$ cat config.mk
export PLATFORM = sky130hd
export DESIGN_NAME = uxs_top
export DESIGN_NICKNAME = d
export VERILOG_FILES = /design/src/uxs_top.v
export VERILOG_INCLUDE_DIRS = /design/src /design/src/src
export SDC_FILE = /design/constraint.sdc
export NUM_CORES = 1
export LEC_CHECK = 0
export BUFFER_PORTS_ARGS = -buffer_cell sky130_fd_sc_hd__buf_2
export CAP_MARGIN = 20
export CORE_MARGIN = 3
export CORE_UTILIZATION = 50
export DETAILED_ROUTE_END_ITERATION = 16
export GPL_TIMING_DRIVEN = 0
export PLACE_DENSITY = 0.71
export SLEW_MARGIN = 10
export SYNTH_ARGS = -nofsm -noshare
export SYNTH_HDL_FRONTEND = slang
export SYNTH_SLANG_ARGS = --single-unit
$ cat constraint.sdc
create_clock -name pclk -period 5.6 [get_ports pclk]
set_clock_uncertainty 0.2 [all_clocks]
set_input_delay 0.84 -clock pclk [delete_from_list [all_inputs] [get_ports pclk]]
set_output_delay 0.84 -clock pclk [all_outputs]
set_load 0.005 [all_outputs]
$ cat src/uxs_defines.vh
`ifndef UXS_DEFINES_VH
`define UXS_DEFINES_VH
// ****************************************
// Register byte addresses
// ****************************************
`define UXS_A_DATA 8'h00
`define UXS_A_IER 8'h04
`define UXS_A_ISR 8'h08
`define UXS_A_EFR 8'h0C
`define UXS_A_LCR 8'h10
`define UXS_A_MCR 8'h14
`define UXS_A_MSR 8'h18
`define UXS_A_XON1 8'h1C
`define UXS_A_XON2 8'h20
`define UXS_A_XOFF1 8'h24
`define UXS_A_SPECIAL_MATCH_CHAR 8'h28
`define UXS_A_DIV 8'h2C
`define UXS_A_TRIG 8'h30
// ****************************************
// Field positions
// ****************************************
`define UXS_IER_XOFF 5
`define UXS_IER_SLEEP 4
`define UXS_ISR_NOINT 0
`define UXS_ISR_FLOW 4
`define UXS_EFR_ENH 4
`define UXS_EFR_SPEC 5
`define UXS_MCR_INV 2
`define UXS_MCR_IR 6
`define UXS_LCR_STOP 2
`define UXS_LCR_PAR 3
// ****************************************
// Reset values and keys
// ****************************************
`define UXS_XCHAR_RST 8'h00
`define UXS_DIV_RST 16'h0001
`define UXS_LCR_RST 8'h03
`define UXS_LCR_KEY 8'hBF
// ****************************************
// Timing counts
// ****************************************
`define UXS_TICKS_PER_BIT 9'd16
`define UXS_IR_PULSE_TICKS 4'd3
`define UXS_IR_CNT_MAX 4'hF
`endif

$ cat src/uxs_top.v
// Overview of operation
// (RQ1) Compare received chars with flow characters
// (RQ2) Xoff match pauses transmitter after current char
// (RQ3) Enabled Xoff match sets flag and interrupt
// (RQ4) Xon match resumes transmit, clears flag
// (RQ5) Reset clears all flow character registers
// (RQ6) Double mode matches two consecutive chars
// (RQ7) Consumed flow characters never reach receive store
// (RQ8) Trigger crossing sends Xoff after two chars
// (RQ9) Xon sent one trigger step below
// (RQ10) Special char stored and flags status bit
// (RQ11) Compare only selected word length bits
// (RQ12) Infrared zero bit gives 3/16 pulse
// (RQ13) Infrared mode enables encoder, decoder, idle zero
// (RQ14) Decoder pulse gives high bit, optional invert
// (RQ15) Sleep only when all idle conditions hold
// (RQ16) Sleep stops the oscillator output
// (RQ17) Start edge, data write, modem change wake
// (RQ18) Resleep after service, never with pending interrupt
// (RQ19) Modem status read clears change indications
// (RQ20) Sleep stays armed until enable cleared
// (RQ21) Xoff and sleep enables need enhanced bit
// (RQ22) Flow characters reachable only under key value
// (RQ23) Flow chars inserted only between characters
// (RQ24) Xoff delay counted from divisor and frame
`timescale 1ns/100ps
`include "uxs_defines.vh"
module uxs_top (
  input wire pclk,
  input wire presetn,
  input wire psel,
  input wire penable,
  input wire pwrite,
  input wire [7:0] paddr,
  input wire [31:0] pwdata,
  output reg [31:0] prdata_ff,
  output reg pready_ff,
  output reg pslverr_ff,
  input wire rx_char_valid,
  input wire [7:0] rx_char,
  input wire [5:0] rx_fifo_level,
  input wire base_irq_pending,
  input wire tx_pending,
  input wire tx_between_chars,
  input wire flow_char_taken,
  input wire tx_serial,
  input wire tx_bit_start,
  input wire peer_sleep_ok,
  input wire rx_pin,
  input wire cts_n,
  input wire dsr_n,
  input wire cd_n,
  input wire ri_n,
  output reg rx_store_valid_ff,
  output reg [7:0] rx_store_data_ff,
  output reg tx_wr_valid_ff,
  output reg [7:0] tx_wr_data_ff,
  output reg tx_pause_ff,
  output reg flow_char_valid_ff,
  output reg [7:0] flow_char_ff,
  output reg tx_pin_ff,
  output reg rx_serial_ff,
  output reg irq_ff,
  output reg asleep_ff,
  output reg sleep_ok_ff,
  output reg osc_output_pin_ff
);
// ****************************************
// Registers
// ****************************************
reg [7:0] ier_ff, efr_ff, lcr_ff, mcr_ff;
reg [7:0] xon1_ff, xon2_ff, xoff1_ff, special_match_char_ff;
reg [15:0] div_ff;
reg [1:0] trig_ff;
reg xoff_flag_ff, spec_flag_ff;
reg [3:0] msr_q_ff, msr_d_ff;
reg held_v_ff, held_on_ff, pend_v_ff;
reg [7:0] held_d_ff, pend_d_ff;
reg [15:0] div_cnt_ff;
reg [8:0] dly_cnt_ff;
reg dly_run_ff, xoff_sent_ff;
reg snd_second_ff, snd_is_off_ff;
reg [3:0] ir_cnt_ff;
reg rx_pin_q_ff;
wire acc = psel & penable & pready_ff;
wire wr = acc & pwrite;
wire rd = acc & ~pwrite;
wire key = (lcr_ff == `UXS_LCR_KEY);
// ****************************************
// APB register access
// ****************************************
reg [31:0] rdata;
reg hit;
always @* begin
  rdata = 32'h0;
  hit = 1'b1;
  if (paddr == `UXS_A_DATA) begin
    rdata = {24'h0, rx_store_data_ff};
  end else if (paddr == `UXS_A_IER) begin
    rdata = {24'h0, ier_ff};
  end else if (paddr == `UXS_A_ISR) begin
    rdata = {27'h0, xoff_flag_ff | spec_flag_ff, 3'h0, ~irq_ff};
  end else if (paddr == `UXS_A_EFR) begin
    rdata = {24'h0, efr_ff};
  end else if (paddr == `UXS_A_LCR) begin
    rdata = {24'h0, lcr_ff};
  end else if (paddr == `UXS_A_MCR) begin
    rdata = {24'h0, mcr_ff};
  end else if (paddr == `UXS_A_MSR) begin
    rdata = {24'h0, ~msr_q_ff, msr_d_ff};
  // (RQ22) Key gated reads
  end else if (paddr == `UXS_A_XON1) begin
    rdata = key ? {24'h0, xon1_ff} : 32'h0;
  end else if (paddr == `UXS_A_XON2) begin
    rdata = key ? {24'h0, xon2_ff} : 32'h0;
  end else if (paddr == `UXS_A_XOFF1) begin
    rdata = key ? {24'h0, xoff1_ff} : 32'h0;
  end else if (paddr == `UXS_A_SPECIAL_MATCH_CHAR) begin
    rdata = key ? {24'h0, special_match_char_ff} : 32'h0;
  end else if (paddr == `UXS_A_DIV) begin
    rdata = {16'h0, div_ff};
  end else if (paddr == `UXS_A_TRIG) begin
    rdata = {30'h0, trig_ff};
  end else begin
    hit = 1'b0;
  end
end
always @(posedge pclk or negedge presetn) begin
  if (!presetn) begin
    pready_ff <= 1'b0;
    pslverr_ff <= 1'b0;
    prdata_ff <= 32'h0;
    ier_ff <= 8'h00;
    efr_ff <= 8'h00;
    lcr_ff <= `UXS_LCR_RST;
    mcr_ff <= 8'h00;
    div_ff <= `UXS_DIV_RST;
    trig_ff <= 2'h0;
    // (RQ5) Flow chars cleared
    xon1_ff <= `UXS_XCHAR_RST;
    xon2_ff <= `UXS_XCHAR_RST;
    xoff1_ff <= `UXS_XCHAR_RST;
    special_match_char_ff <= `UXS_XCHAR_RST;
    tx_wr_valid_ff <= 1'b0;
    tx_wr_data_ff <= 8'h00;
  end else begin
    pready_ff <= psel & penable & ~pready_ff;
    pslverr_ff <= psel & penable & ~pready_ff & ~hit;
    if (psel & penable & ~pready_ff & ~pwrite) begin
      prdata_ff <= rdata;
    end
    tx_wr_valid_ff <= wr & (paddr == `UXS_A_DATA);
    if (wr) begin
      if (paddr == `UXS_A_DATA) begin
        tx_wr_data_ff <= pwdata[7:0];
      end else if (paddr == `UXS_A_IER) begin
        ier_ff <= pwdata[7:0];
      end else if (paddr == `UXS_A_EFR) begin
        efr_ff <= pwdata[7:0];
      end else if (paddr == `UXS_A_LCR) begin
        lcr_ff <= pwdata[7:0];
      end else if (paddr == `UXS_A_MCR) begin
        mcr_ff <= pwdata[7:0];
      end else if (paddr == `UXS_A_DIV) begin
        div_ff <= pwdata[15:0];
      end else if (paddr == `UXS_A_TRIG) begin
        trig_ff <= pwdata[1:0];
      // (RQ22) Key gated writes
      end else if (paddr == `UXS_A_XON1 && key) begin
        xon1_ff <= pwdata[7:0];
      end else if (paddr == `UXS_A_XON2 && key) begin
        xon2_ff <= pwdata[7:0];
      end else if (paddr == `UXS_A_XOFF1 && key) begin
        xoff1_ff <= pwdata[7:0];
      end else if (paddr == `UXS_A_SPECIAL_MATCH_CHAR && key) begin
        special_match_char_ff <= pwdata[7:0];
      end
    end
  end
end
// ****************************************
// Receive flow character matching
// ****************************************
// (RQ21) Enables need enhanced bit
wire xoff_ie = ier_ff[`UXS_IER_XOFF] & efr_ff[`UXS_EFR_ENH];
wire sleep_en = ier_ff[`UXS_IER_SLEEP] & efr_ff[`UXS_EFR_ENH];
// (RQ11) Word length mask
wire [7:0] wmask = (lcr_ff[1:0] == 2'd0) ? 8'h1F : (lcr_ff[1:0] == 2'd1) ? 8'h3F :
                   (lcr_ff[1:0] == 2'd2) ? 8'h7F : 8'hFF;
wire m_on1 = ((rx_char ^ xon1_ff) & wmask) == 8'h00;
wire m_on2 = ((rx_char ^ xon2_ff) & wmask) == 8'h00;
wire m_off1 = ((rx_char ^ xoff1_ff) & wmask) == 8'h00;
wire m_off2 = ((rx_char ^ special_match_char_ff) & wmask) == 8'h00;
wire sgl = (efr_ff[1:0] == 2'd1) | (efr_ff[1:0] == 2'd2);
wire dbl = (efr_ff[1:0] == 2'd3);
wire m_on_s = efr_ff[1] ? m_on2 : m_on1;
wire m_off_s = efr_ff[1] ? m_off2 : m_off1;
// (RQ1) Single character compare
wire sgl_on = sgl & rx_char_valid & m_on_s;
wire sgl_off = sgl & rx_char_valid & m_off_s & ~m_on_s;
// (RQ6) Second of a pair
wire pair_hit = dbl & rx_char_valid & held_v_ff & (held_on_ff ? m_on2 : m_off2);
wire first = dbl & rx_char_valid & ~pair_hit & (m_on1 | m_off1);
wire hit_on = sgl_on | (pair_hit & held_on_ff);
wire hit_off = sgl_off | (pair_hit & ~held_on_ff);
wire consumed = sgl_on | sgl_off | pair_hit | first;
always @(posedge pclk or negedge presetn) begin
  if (!presetn) begin
    rx_store_valid_ff <= 1'b0;
    rx_store_data_ff <= 8'h00;
    held_v_ff <= 1'b0;
    held_on_ff <= 1'b0;
    held_d_ff <= 8'h00;
    pend_v_ff <= 1'b0;
    pend_d_ff <= 8'h00;
    tx_pause_ff <= 1'b0;
  end else begin
    rx_store_valid_ff <= 1'b0;
    pend_v_ff <= 1'b0;
    if (pend_v_ff) begin
      rx_store_valid_ff <= 1'b1;
      rx_store_data_ff <= pend_d_ff;
    end
    if (rx_char_valid) begin
      held_v_ff <= first;
      if (first) begin
        held_d_ff <= rx_char;
        held_on_ff <= m_on1;
      end
      // (RQ7) Flow chars not stored
      if (held_v_ff & ~pair_hit) begin
        rx_store_valid_ff <= 1'b1;
        rx_store_data_ff <= held_d_ff;
        pend_v_ff <= ~consumed;
        pend_d_ff <= rx_char;
      end else if (~consumed) begin
        rx_store_valid_ff <= 1'b1;
        rx_store_data_ff <= rx_char;
      end
    end
    // (RQ2) Pause at char boundary
    if (hit_off) begin
      tx_pause_ff <= 1'b1;
    // (RQ4) Resume on Xon
    end else if (hit_on) begin
      tx_pause_ff <= 1'b0;
    end
  end
end
// ****************************************
// Flags and modem change tracking
// ****************************************
wire [3:0] modem_in = {~ri_n, ~cd_n, ~dsr_n, ~cts_n};
wire isr_rd = rd & (paddr == `UXS_A_ISR);
wire msr_rd = rd & (paddr == `UXS_A_MSR);
wire spec_hit = efr_ff[`UXS_EFR_SPEC] & rx_char_valid & ~consumed & m_off2;
always @(posedge pclk or negedge presetn) begin
  if (!presetn) begin
    xoff_flag_ff <= 1'b0;
    spec_flag_ff <= 1'b0;
    msr_q_ff <= 4'h0;
  end else begin
    msr_q_ff <= modem_in;
    // (RQ3) Xoff flag when enabled
    if (hit_off & xoff_ie) begin
      xoff_flag_ff <= 1'b1;
    // (RQ4) Xon clears flag
    end else if (hit_on) begin
      xoff_flag_ff <= 1'b0;
    end
    // (RQ10) Special char flag
    if (spec_hit) begin
      spec_flag_ff <= 1'b1;
    end else if (isr_rd) begin
      spec_flag_ff <= 1'b0;
    end
  end
end
genvar gi;
generate
  for (gi = 0; gi < 4; gi = gi + 1) begin : g_msr
    // (RQ19) Read clears, change wins
    always @(posedge pclk or negedge presetn) begin
      if (!presetn) begin
        msr_d_ff[gi] <= 1'b0;
      end else if (modem_in[gi] != msr_q_ff[gi]) begin
        msr_d_ff[gi] <= 1'b1;
      end else if (msr_rd) begin
        msr_d_ff[gi] <= 1'b0;
      end
    end
  end
endgenerate
// ****************************************
// Bit timing and automatic Xoff/Xon send
// ****************************************
wire tick = (div_cnt_ff >= div_ff - 16'd1);
// (RQ24) Frame length in bits
wire [3:0] frame = 4'd7 + {2'b00, lcr_ff[1:0]} + {3'b000, lcr_ff[`UXS_LCR_PAR]} + {3'b000, lcr_ff[`UXS_LCR_STOP]};
wire [8:0] dly_ticks = {frame, 5'h00};
reg [5:0] trig_lvl, xon_lvl;
always @* begin
  case (trig_ff)
    2'd0: begin trig_lvl = 6'd8; xon_lvl = 6'd0; end
    2'd1: begin trig_lvl = 6'd16; xon_lvl = 6'd8; end
    2'd2: begin trig_lvl = 6'd24; xon_lvl = 6'd16; end
    default: begin trig_lvl = 6'd28; xon_lvl = 6'd24; end
  endcase
end
wire tx_flow_en = (efr_ff[3:2] != 2'd0);
wire send_pair = (efr_ff[3:2] == 2'd3);
wire send_off = dly_run_ff & tick & (dly_cnt_ff + 9'd1 >= dly_ticks);
wire send_on = xoff_sent_ff & ~dly_run_ff & (rx_fifo_level <= xon_lvl);
wire [7:0] c_off1 = (efr_ff[3:2] == 2'd2) ? special_match_char_ff : xoff1_ff;
wire [7:0] c_on1 = (efr_ff[3:2] == 2'd2) ? xon2_ff : xon1_ff;
always @(posedge pclk or negedge presetn) begin
  if (!presetn) begin
    div_cnt_ff <= 16'h0;
    dly_cnt_ff <= 9'h0;
    dly_run_ff <= 1'b0;
    xoff_sent_ff <= 1'b0;
    flow_char_valid_ff <= 1'b0;
    flow_char_ff <= 8'h00;
    snd_second_ff <= 1'b0;
    snd_is_off_ff <= 1'b0;
  end else begin
    div_cnt_ff <= tick ? 16'h0 : div_cnt_ff + 16'd1;
    // (RQ8) Delay after trigger crossing
    if (~tx_flow_en) begin
      dly_run_ff <= 1'b0;
      xoff_sent_ff <= 1'b0;
    end else if (~xoff_sent_ff & ~dly_run_ff & (rx_fifo_level >= trig_lvl)) begin
      dly_run_ff <= 1'b1;
      dly_cnt_ff <= 9'h0;
    end else if (dly_run_ff & tick) begin
      dly_cnt_ff <= dly_cnt_ff + 9'd1;
    end
    // (RQ23) Offer only between chars
    if (flow_char_valid_ff) begin
      if (flow_char_taken) begin
        snd_second_ff <= 1'b0;
        flow_char_valid_ff <= snd_second_ff;
        flow_char_ff <= snd_is_off_ff ? special_match_char_ff : xon2_ff;
      end
    end else if (send_off & tx_between_chars) begin
      dly_run_ff <= 1'b0;
      xoff_sent_ff <= 1'b1;
      flow_char_valid_ff <= 1'b1;
      flow_char_ff <= c_off1;
      snd_second_ff <= send_pair;
      snd_is_off_ff <= 1'b1;
    // (RQ9) Xon one step below
    end else if (send_on & tx_between_chars) begin
      xoff_sent_ff <= 1'b0;
      flow_char_valid_ff <= 1'b1;
      flow_char_ff <= c_on1;
      snd_second_ff <= send_pair;
      snd_is_off_ff <= 1'b0;
    end
  end
end
// ****************************************
// Infrared encoder and decoder
// ****************************************
wire ir_on = mcr_ff[`UXS_MCR_IR];
always @(posedge pclk or negedge presetn) begin
  if (!presetn) begin
    ir_cnt_ff <= `UXS_IR_CNT_MAX;
    tx_pin_ff <= 1'b1;
    rx_serial_ff <= 1'b1;
  end else begin
    if (tx_bit_start) begin
      ir_cnt_ff <= 4'h0;
    end else if (tick && ir_cnt_ff != `UXS_IR_CNT_MAX) begin
      ir_cnt_ff <= ir_cnt_ff + 4'd1;
    end
    // (RQ12) 3/16 pulse per zero
    // (RQ13) Idles low in IR mode
    if (ir_on) begin
      tx_pin_ff <= ~tx_serial & ~tx_bit_start & (ir_cnt_ff < `UXS_IR_PULSE_TICKS);
    end else begin
      tx_pin_ff <= tx_serial;
    end
    // (RQ14) Pulse to high, invertible
    rx_serial_ff <= ir_on ? (rx_pin ^ mcr_ff[`UXS_MCR_INV]) : rx_pin;
  end
end
// ****************************************
// Interrupt and sleep control
// ****************************************
wire own_int = (xoff_flag_ff & xoff_ie) | spec_flag_ff;
wire int_pend = own_int | base_irq_pending;
// (RQ17) Wake events
wire wake = (rx_pin_q_ff & ~rx_pin) | (wr & (paddr == `UXS_A_DATA)) | (modem_in != msr_q_ff);
// (RQ15) All idle conditions
wire can_sleep = ~int_pend & sleep_en & (msr_d_ff == 4'h0) & rx_pin & ~tx_pending & ~tx_wr_valid_ff;
always @(posedge pclk or negedge presetn) begin
  if (!presetn) begin
    irq_ff <= 1'b0;
    asleep_ff <= 1'b0;
    sleep_ok_ff <= 1'b0;
    rx_pin_q_ff <= 1'b1;
    osc_output_pin_ff <= 1'b0;
  end else begin
    rx_pin_q_ff <= rx_pin;
    // (RQ3) Interrupt output
    irq_ff <= own_int;
    sleep_ok_ff <= can_sleep;
    // (RQ18) Resleep once serviced
    // (RQ20) Armed while enabled
    asleep_ff <= can_sleep & peer_sleep_ok & ~wake;
    // (RQ16) Oscillator stops asleep
    if (~asleep_ff) begin
      osc_output_pin_ff <= ~osc_output_pin_ff;
    end
  end
end
endmodule // uxs_top

Word-level counts from Yosys, hierarchy flattened
Index checks and enable logic that the tools add are counted.
Widths: inputs -> output; s select.
{ "totals": {"inputBits": 72, "word_cells": 320, "reg_bits": 213} }
{ "classes": {"addsub": 7, "n_mux": 90, "n_eq_ne": 29, "n_reduce_logical": 41, "bitwise_logic": 102, "n_lt_le_gt_ge": 5} }
{ "op_table": {"columns": ["op", "n"], "rows": [
  ["$mux 16", 11],
  ["$mux 8", 18],
  ["$mux 32", 2],
  ["$mux 1", 52],
  ["$and 1x1->1", 47],
  ["$eq 8x6->1 const B", 5],
  ["$logic_not 8->1", 5],
  ["$not 1->1", 33],
  ["$and 8x8->8", 4],
  ["$eq 8x5->1 const B", 4],
  ["$xor 8x8->8", 4],
  ["$pmux 5 s3", 2],
  ["$reduce_bool 2->1", 11],
  ["$mux 9", 2],
  ["$add 16x1->16 const B", 1],
  ["$eq 8x4->1 const B", 2],
  ["$ge 16x16->1", 1],
  ["$sub 16x1->16 const B", 1],
  ["$eq 2x2->1 const B", 6],
  ["$or 1x1->1", 12],
  ["$reduce_and 12->1", 1],
  ["$reduce_and 2->1", 6],
  ["$reduce_and 11->1", 1],
  ["$reduce_and 10->1", 1],
  ["other kinds (30)", 42]
]} }

Logic depth before layout (Yosys ltp)
{ "logic_depth": {"depth_word": 16, "mapped_depth": 18, "depth_no_buf": 16} }

Worst setup path after synthesis
No wires, ideal clock.
{ "synth_timing": {"path_kind": "flip-flop to flip-flop", "from": "register div_ff[3]", "to": "register flow_char_ff[0]", "t_arrival_ns": 4.022, "slack_ns": 1.252, "n_path_buf": 1, "period_less_slack_ns": 4.348, "stages_incl_launch_ff": 18, "setup_time_ns": 0.126, "path_cell_list": "dfrtp_1 -> nor3_1 -> nand2b_1 -> nor4_1 -> nand2_1 -> or2_2 -> nor2_1 -> xnor2_1 -> ha_1 -> a21oi_1 -> o21ai_0 -> a211oi_1 -> a21oi_1 -> or2_2 -> clkbuf_1 -> nand4_1 -> mux4_2 -> a221o_1"} }
{ "synth_via": {"elab_chain_cells": 7, "elab_cells_between_ends": 9} }
{ "synth_lines": {"columns": ["item", "line_no", "rtl"], "rows": [
  ["start: declaration", "uxs_top.v:73", "reg [15:0] div_ff;"],
  ["start signal: assignment", "uxs_top.v:137", "div_ff <= `UXS_DIV_RST;"],
  ["start signal: assignment", "uxs_top.v:165", "div_ff <= pwdata[15:0];"],
  ["$sub 16x1->16 (*)", "uxs_top.v:297", "wire tick = (div_cnt_ff >= div_ff - 16'd1);"],
  ["$ge 16x16->1 (*)", "uxs_top.v:297", null],
  ["$and 1x1->1 (*) (2 in a row)", "uxs_top.v:312", "wire send_off = dly_run_ff & tick & (dly_cnt_ff + 9'd1 >= dly_ticks);"],
  ["$and 1x1->1 (*)", "uxs_top.v:345", "end else if (send_off & tx_between_chars) begin"],
  ["$reduce_bool 3->1 (no line) or $mux 8 (tied branches)", null, null],
  ["$reduce_and 2->1 (no line) or $mux 8 (tied branches)", null, null],
  ["end signal: assignment", "uxs_top.v:343", "flow_char_ff <= snd_is_off_ff ? special_match_char_ff : xon2_ff;"],
  ["end signal: assignment", "uxs_top.v:349", "flow_char_ff <= c_off1;"],
  ["end signal: assignment", "uxs_top.v:356", "flow_char_ff <= c_on1;"],
  ["end: declaration", "uxs_top.v:60", "output reg [7:0] flow_char_ff,"]
]} }
Every way passes the cells marked *; elsewhere a longest branch is shown, timed or not.
A chain may end at the register's enable or synchronous reset.

Final worst setup path
{ "layout_timing": {"from": "register div_ff[3]", "to": "register flow_char_ff[3]"} }
The elaborated chain is that of the path after synthesis.

==> qor.yml <==
pwr:
  p_int_uw: 2150
  pwr-share-clk_pct: 41.9
  p_sw_share_pct: 27.4
  p_sw_uw: 811
  power_uw: 2960
  ir_drop_mv: 0.178
  p_leak_uw: 0.00581
  powerDensity_mw_per_mm2: 245
  p_comb_share_pct: 8.4
  sequentialPowerShare_pct: 49.7
synth:
  yosysWarningCount: 0
  synthArstFlopShare_pct: 100
  postSynthCellCount: 986
  yosys.area.top_type: "dfrtp_1"
  synth-seq-cells: 197
  ys_seq_area_share_pct: 46.7
  yosysTopAreaCellShare_pct: 44.2
  yosys_most_used_dff: "dfrtp_1"
  synth_area_per_cell_um2: 10.7
  synth_area_mm2: 0.0106
  synth.distinct_cells: 69
  synthTopCellsByArea: "dfrtp_1, mux2_2, xnor2_1"
  synth_edf_count: 0
worst_setup_path:
  worstPathArrival_ns: 5.17
  worstSetupPathType: "reg -> reg"
  cp_max_fo: 9
  startpoint_type: "register"
  required_ns: 5.72
  end_kind: "register"
cts:
  cts_tree: "yes"
  clkTransAtPathRegs_ns: 0.07
  clkLatencyLatePin_ns: 0.45
  numCtsBuffers: 17
  cts_resized: 0
  cts_root_buf: "clkbuf_16"
  cts_hold_buf: 0
  cts.sinks: 197
  htreeDepth: 4
  clock_path_buffers: 2
die:
  die_h_um: 151
  start_util_pct: 51.6
  num_io_pins: 140
  rows: 52
  die_w_um: 151
  dieArea_mm2: 0.0229
  core_mm2: 0.0205
place:
  hpwl_um: 21100
  port_buffers: 93
  place_congestion: 0.938
timing:
  period_minus_slack_ns: 5.05
  finalSetupViolations: 0
  fin_crit_sh_pct: 90.1
  rsz0062_at_grt: "no"
  setup-tns-final_ns: 0
  max_slew_margin_pct: 24.7
  slew_viol_final: 0
  tightest_slew_ns: 1.12
  fmax_mhz: 198
  holdWs_ns: 0.249
  hold_viol: 0
cells_and_area:
  n_antenna_cell: 0
  nNetsFinal: 1226
  drive_gt1_share_pct: 24.6
  fin_util_pct: 59.1
  nFillCells: 1767
  syn_to_final_growth_pct: 14.5
flow_run:
  max-cap-violations: 0
grt:
  antenna_found_initial: 0
  grt_pass1_wl_um: 45500
  grt_max_degree: 102
  grt_pass1_vias: 8129
  grt.total_usage_pct: 26.0
  overflow: 0
routing:
  wl_per_cell_um: 20.7
  post_drt_via_cell_ratio: 5.96
  ant_nets: 0
  drc_errors: 0
  first_pass_iters: 6
  drt-initial-drc-count: 926
  routed-via-count: 8344
  routed_wl_um: 28900
outcome:
  status: "finished clean"
min_path:
  min-delay-path-class: "in -> async"
power by group through the flow:
stage                     sequential [uW]  clock [uW]  combinational [uW]
after floorplan                      1490           0                 136
after global placement               1500           0                 237
after detailed placement             1500           0                 244
after CTS                            1470        1260                 248
after global routing                 1480        1320                 282
final                                1470        1240                 248
worst paths after layout:
kind	from	endpoint	slack [ns]	cells after the start
max	div_ff[3]	flow_char_ff[3]	0.55	18
min	presetn	dly_cnt_ff[3]	0.25	1
max reg2reg	div_ff[3]	flow_char_ff[3]	0.55	18
min reg2reg	asleep_ff	osc_output_pin_ff	0.26	1
max in group asynchronous	presetn	held_d_ff[1]	4.03	2
min in group pclk	asleep_ff	osc_output_pin_ff	0.26	1
per-stage QoR:
| step | setup slack [ns] | cells | area (um2) |
|---|---|---|---|
| 2_1_floorplan | 1.25 | 1001 | 10600 |
| 3_3_place_gp | 0.193 | 1364 | 11400 |
| 3_5_place_dp | 0.149 | 1366 | 11500 |
| 4_1_cts | 0.124 | 1398 | 12100 |
| 5_1_grt | 0.240 | 1401 | 12100 |
| 6_report | 0.554 | 1401 | 12100 |
registers in the layout (all words and copies together) (netlist names), 9 cells and up:
register	flops
div_cnt_ff	16
prdata_ff	16
dly_cnt_ff	9
div_ff	16
cell type report:
cell class              instances  area, um2  share of cell area (%)
clock buffers                  17        425                    3.51
plain buffers                  56        274                    2.26
inverters                      38        143                    1.18
clock inverters                15        175                    1.45
multi-input cells             710       5280                    43.6
well taps                     270        338                    2.79
flip-flops and latches        197       4940                    40.8
repair buffers                 98        531                    4.38
what timing repair did:
| item | CTS | global route |
|---|---|---|
| setup buffers | 0 | 2 |
| endpoints found under the setup margin | 0 | 8 |
| endpoints found under the hold margin | 0 | 0 |
logic make-up after synthesis:
family | synth area share (%)
simple gates | 13.2
xor+xnor | 6.21
compound gates | 11.6
mux | 13.9
other cells | 0.0355
fa+ha+maj | 4.33
buf+inv | 3.94
flops | 46.7
Yosys cell counts (all sizes together) (3+ instances only):
| library cell | count |
|---|---|
| nand4b | 3 |
| or2 | 6 |
| a21oi | 20 |
| a31oi | 7 |
| nand3 | 30 |
| dfrtp | 187 |
| nand4 | 11 |
| mux4 | 8 |
| nor3 | 14 |
| nand3b | 6 |
| o221ai | 6 |
| a21o | 4 |
| a22oi | 9 |
| nor4 | 9 |
| a211oi | 6 |
| o31ai | 4 |
| xor2 | 22 |
| mux2 | 98 |
| xnor2 | 53 |
| o211ai | 10 |
| or3 | 3 |
| mux2i | 19 |
| buf | 28 |
| inv | 38 |
| and4 | 3 |
| clkbuf | 28 |
| and3 | 10 |
| nor2b | 5 |
| a221oi | 17 |
| dfstp | 10 |
| a221o | 9 |
| nor2 | 81 |
| nor3b | 3 |
| a22o | 12 |
| and2 | 7 |
| ha | 35 |
| nand2b | 6 |
| a222oi | 6 |
| o21ai | 40 |
| nand2 | 83 |
worst max-delay path, cell delays in order, from the launching register on:
cell	delay (ns)
dfrtp_1	0.44
nor3_1	0.26
nand2b_1	0.14
nor4_1	0.27
nand2_1	0.14
or2_2	0.35
nor2_1	0.14
xnor2_1	0.14
ha_1	0.27
a21oi_1	0.19
o21ai_0	0.19
o21ai_0	0.28
a21oi_1	0.10
or2_2	0.31
clkbuf_1	0.25
nand4_1	0.16
buf_4	0.22
mux4_2	0.55
a221o_1	0.31
routing by layer:
metal,track usage [%],vias to the layer above,share of wire (%),wire length [um]
met5,0,-,0,0
met4,7.48,0,2.1,603
met3,7.09,62,9.2,2680
met2,38.9,383,44,12800
met1,37.2,4099,44,12900
li1,-,3800,-,-
cell usage in the layout (no fill, tap or decap), drive strengths merged, types with 35 or more instances in the layout:
cell	count
buf	125
clkbuf	46
dfrtp	187
ha	35
inv	47
mux2	98
nand2	83
nor2	81
o21ai	40
xnor2	53
Note: power is estimated with default switching activity, not from simulation.
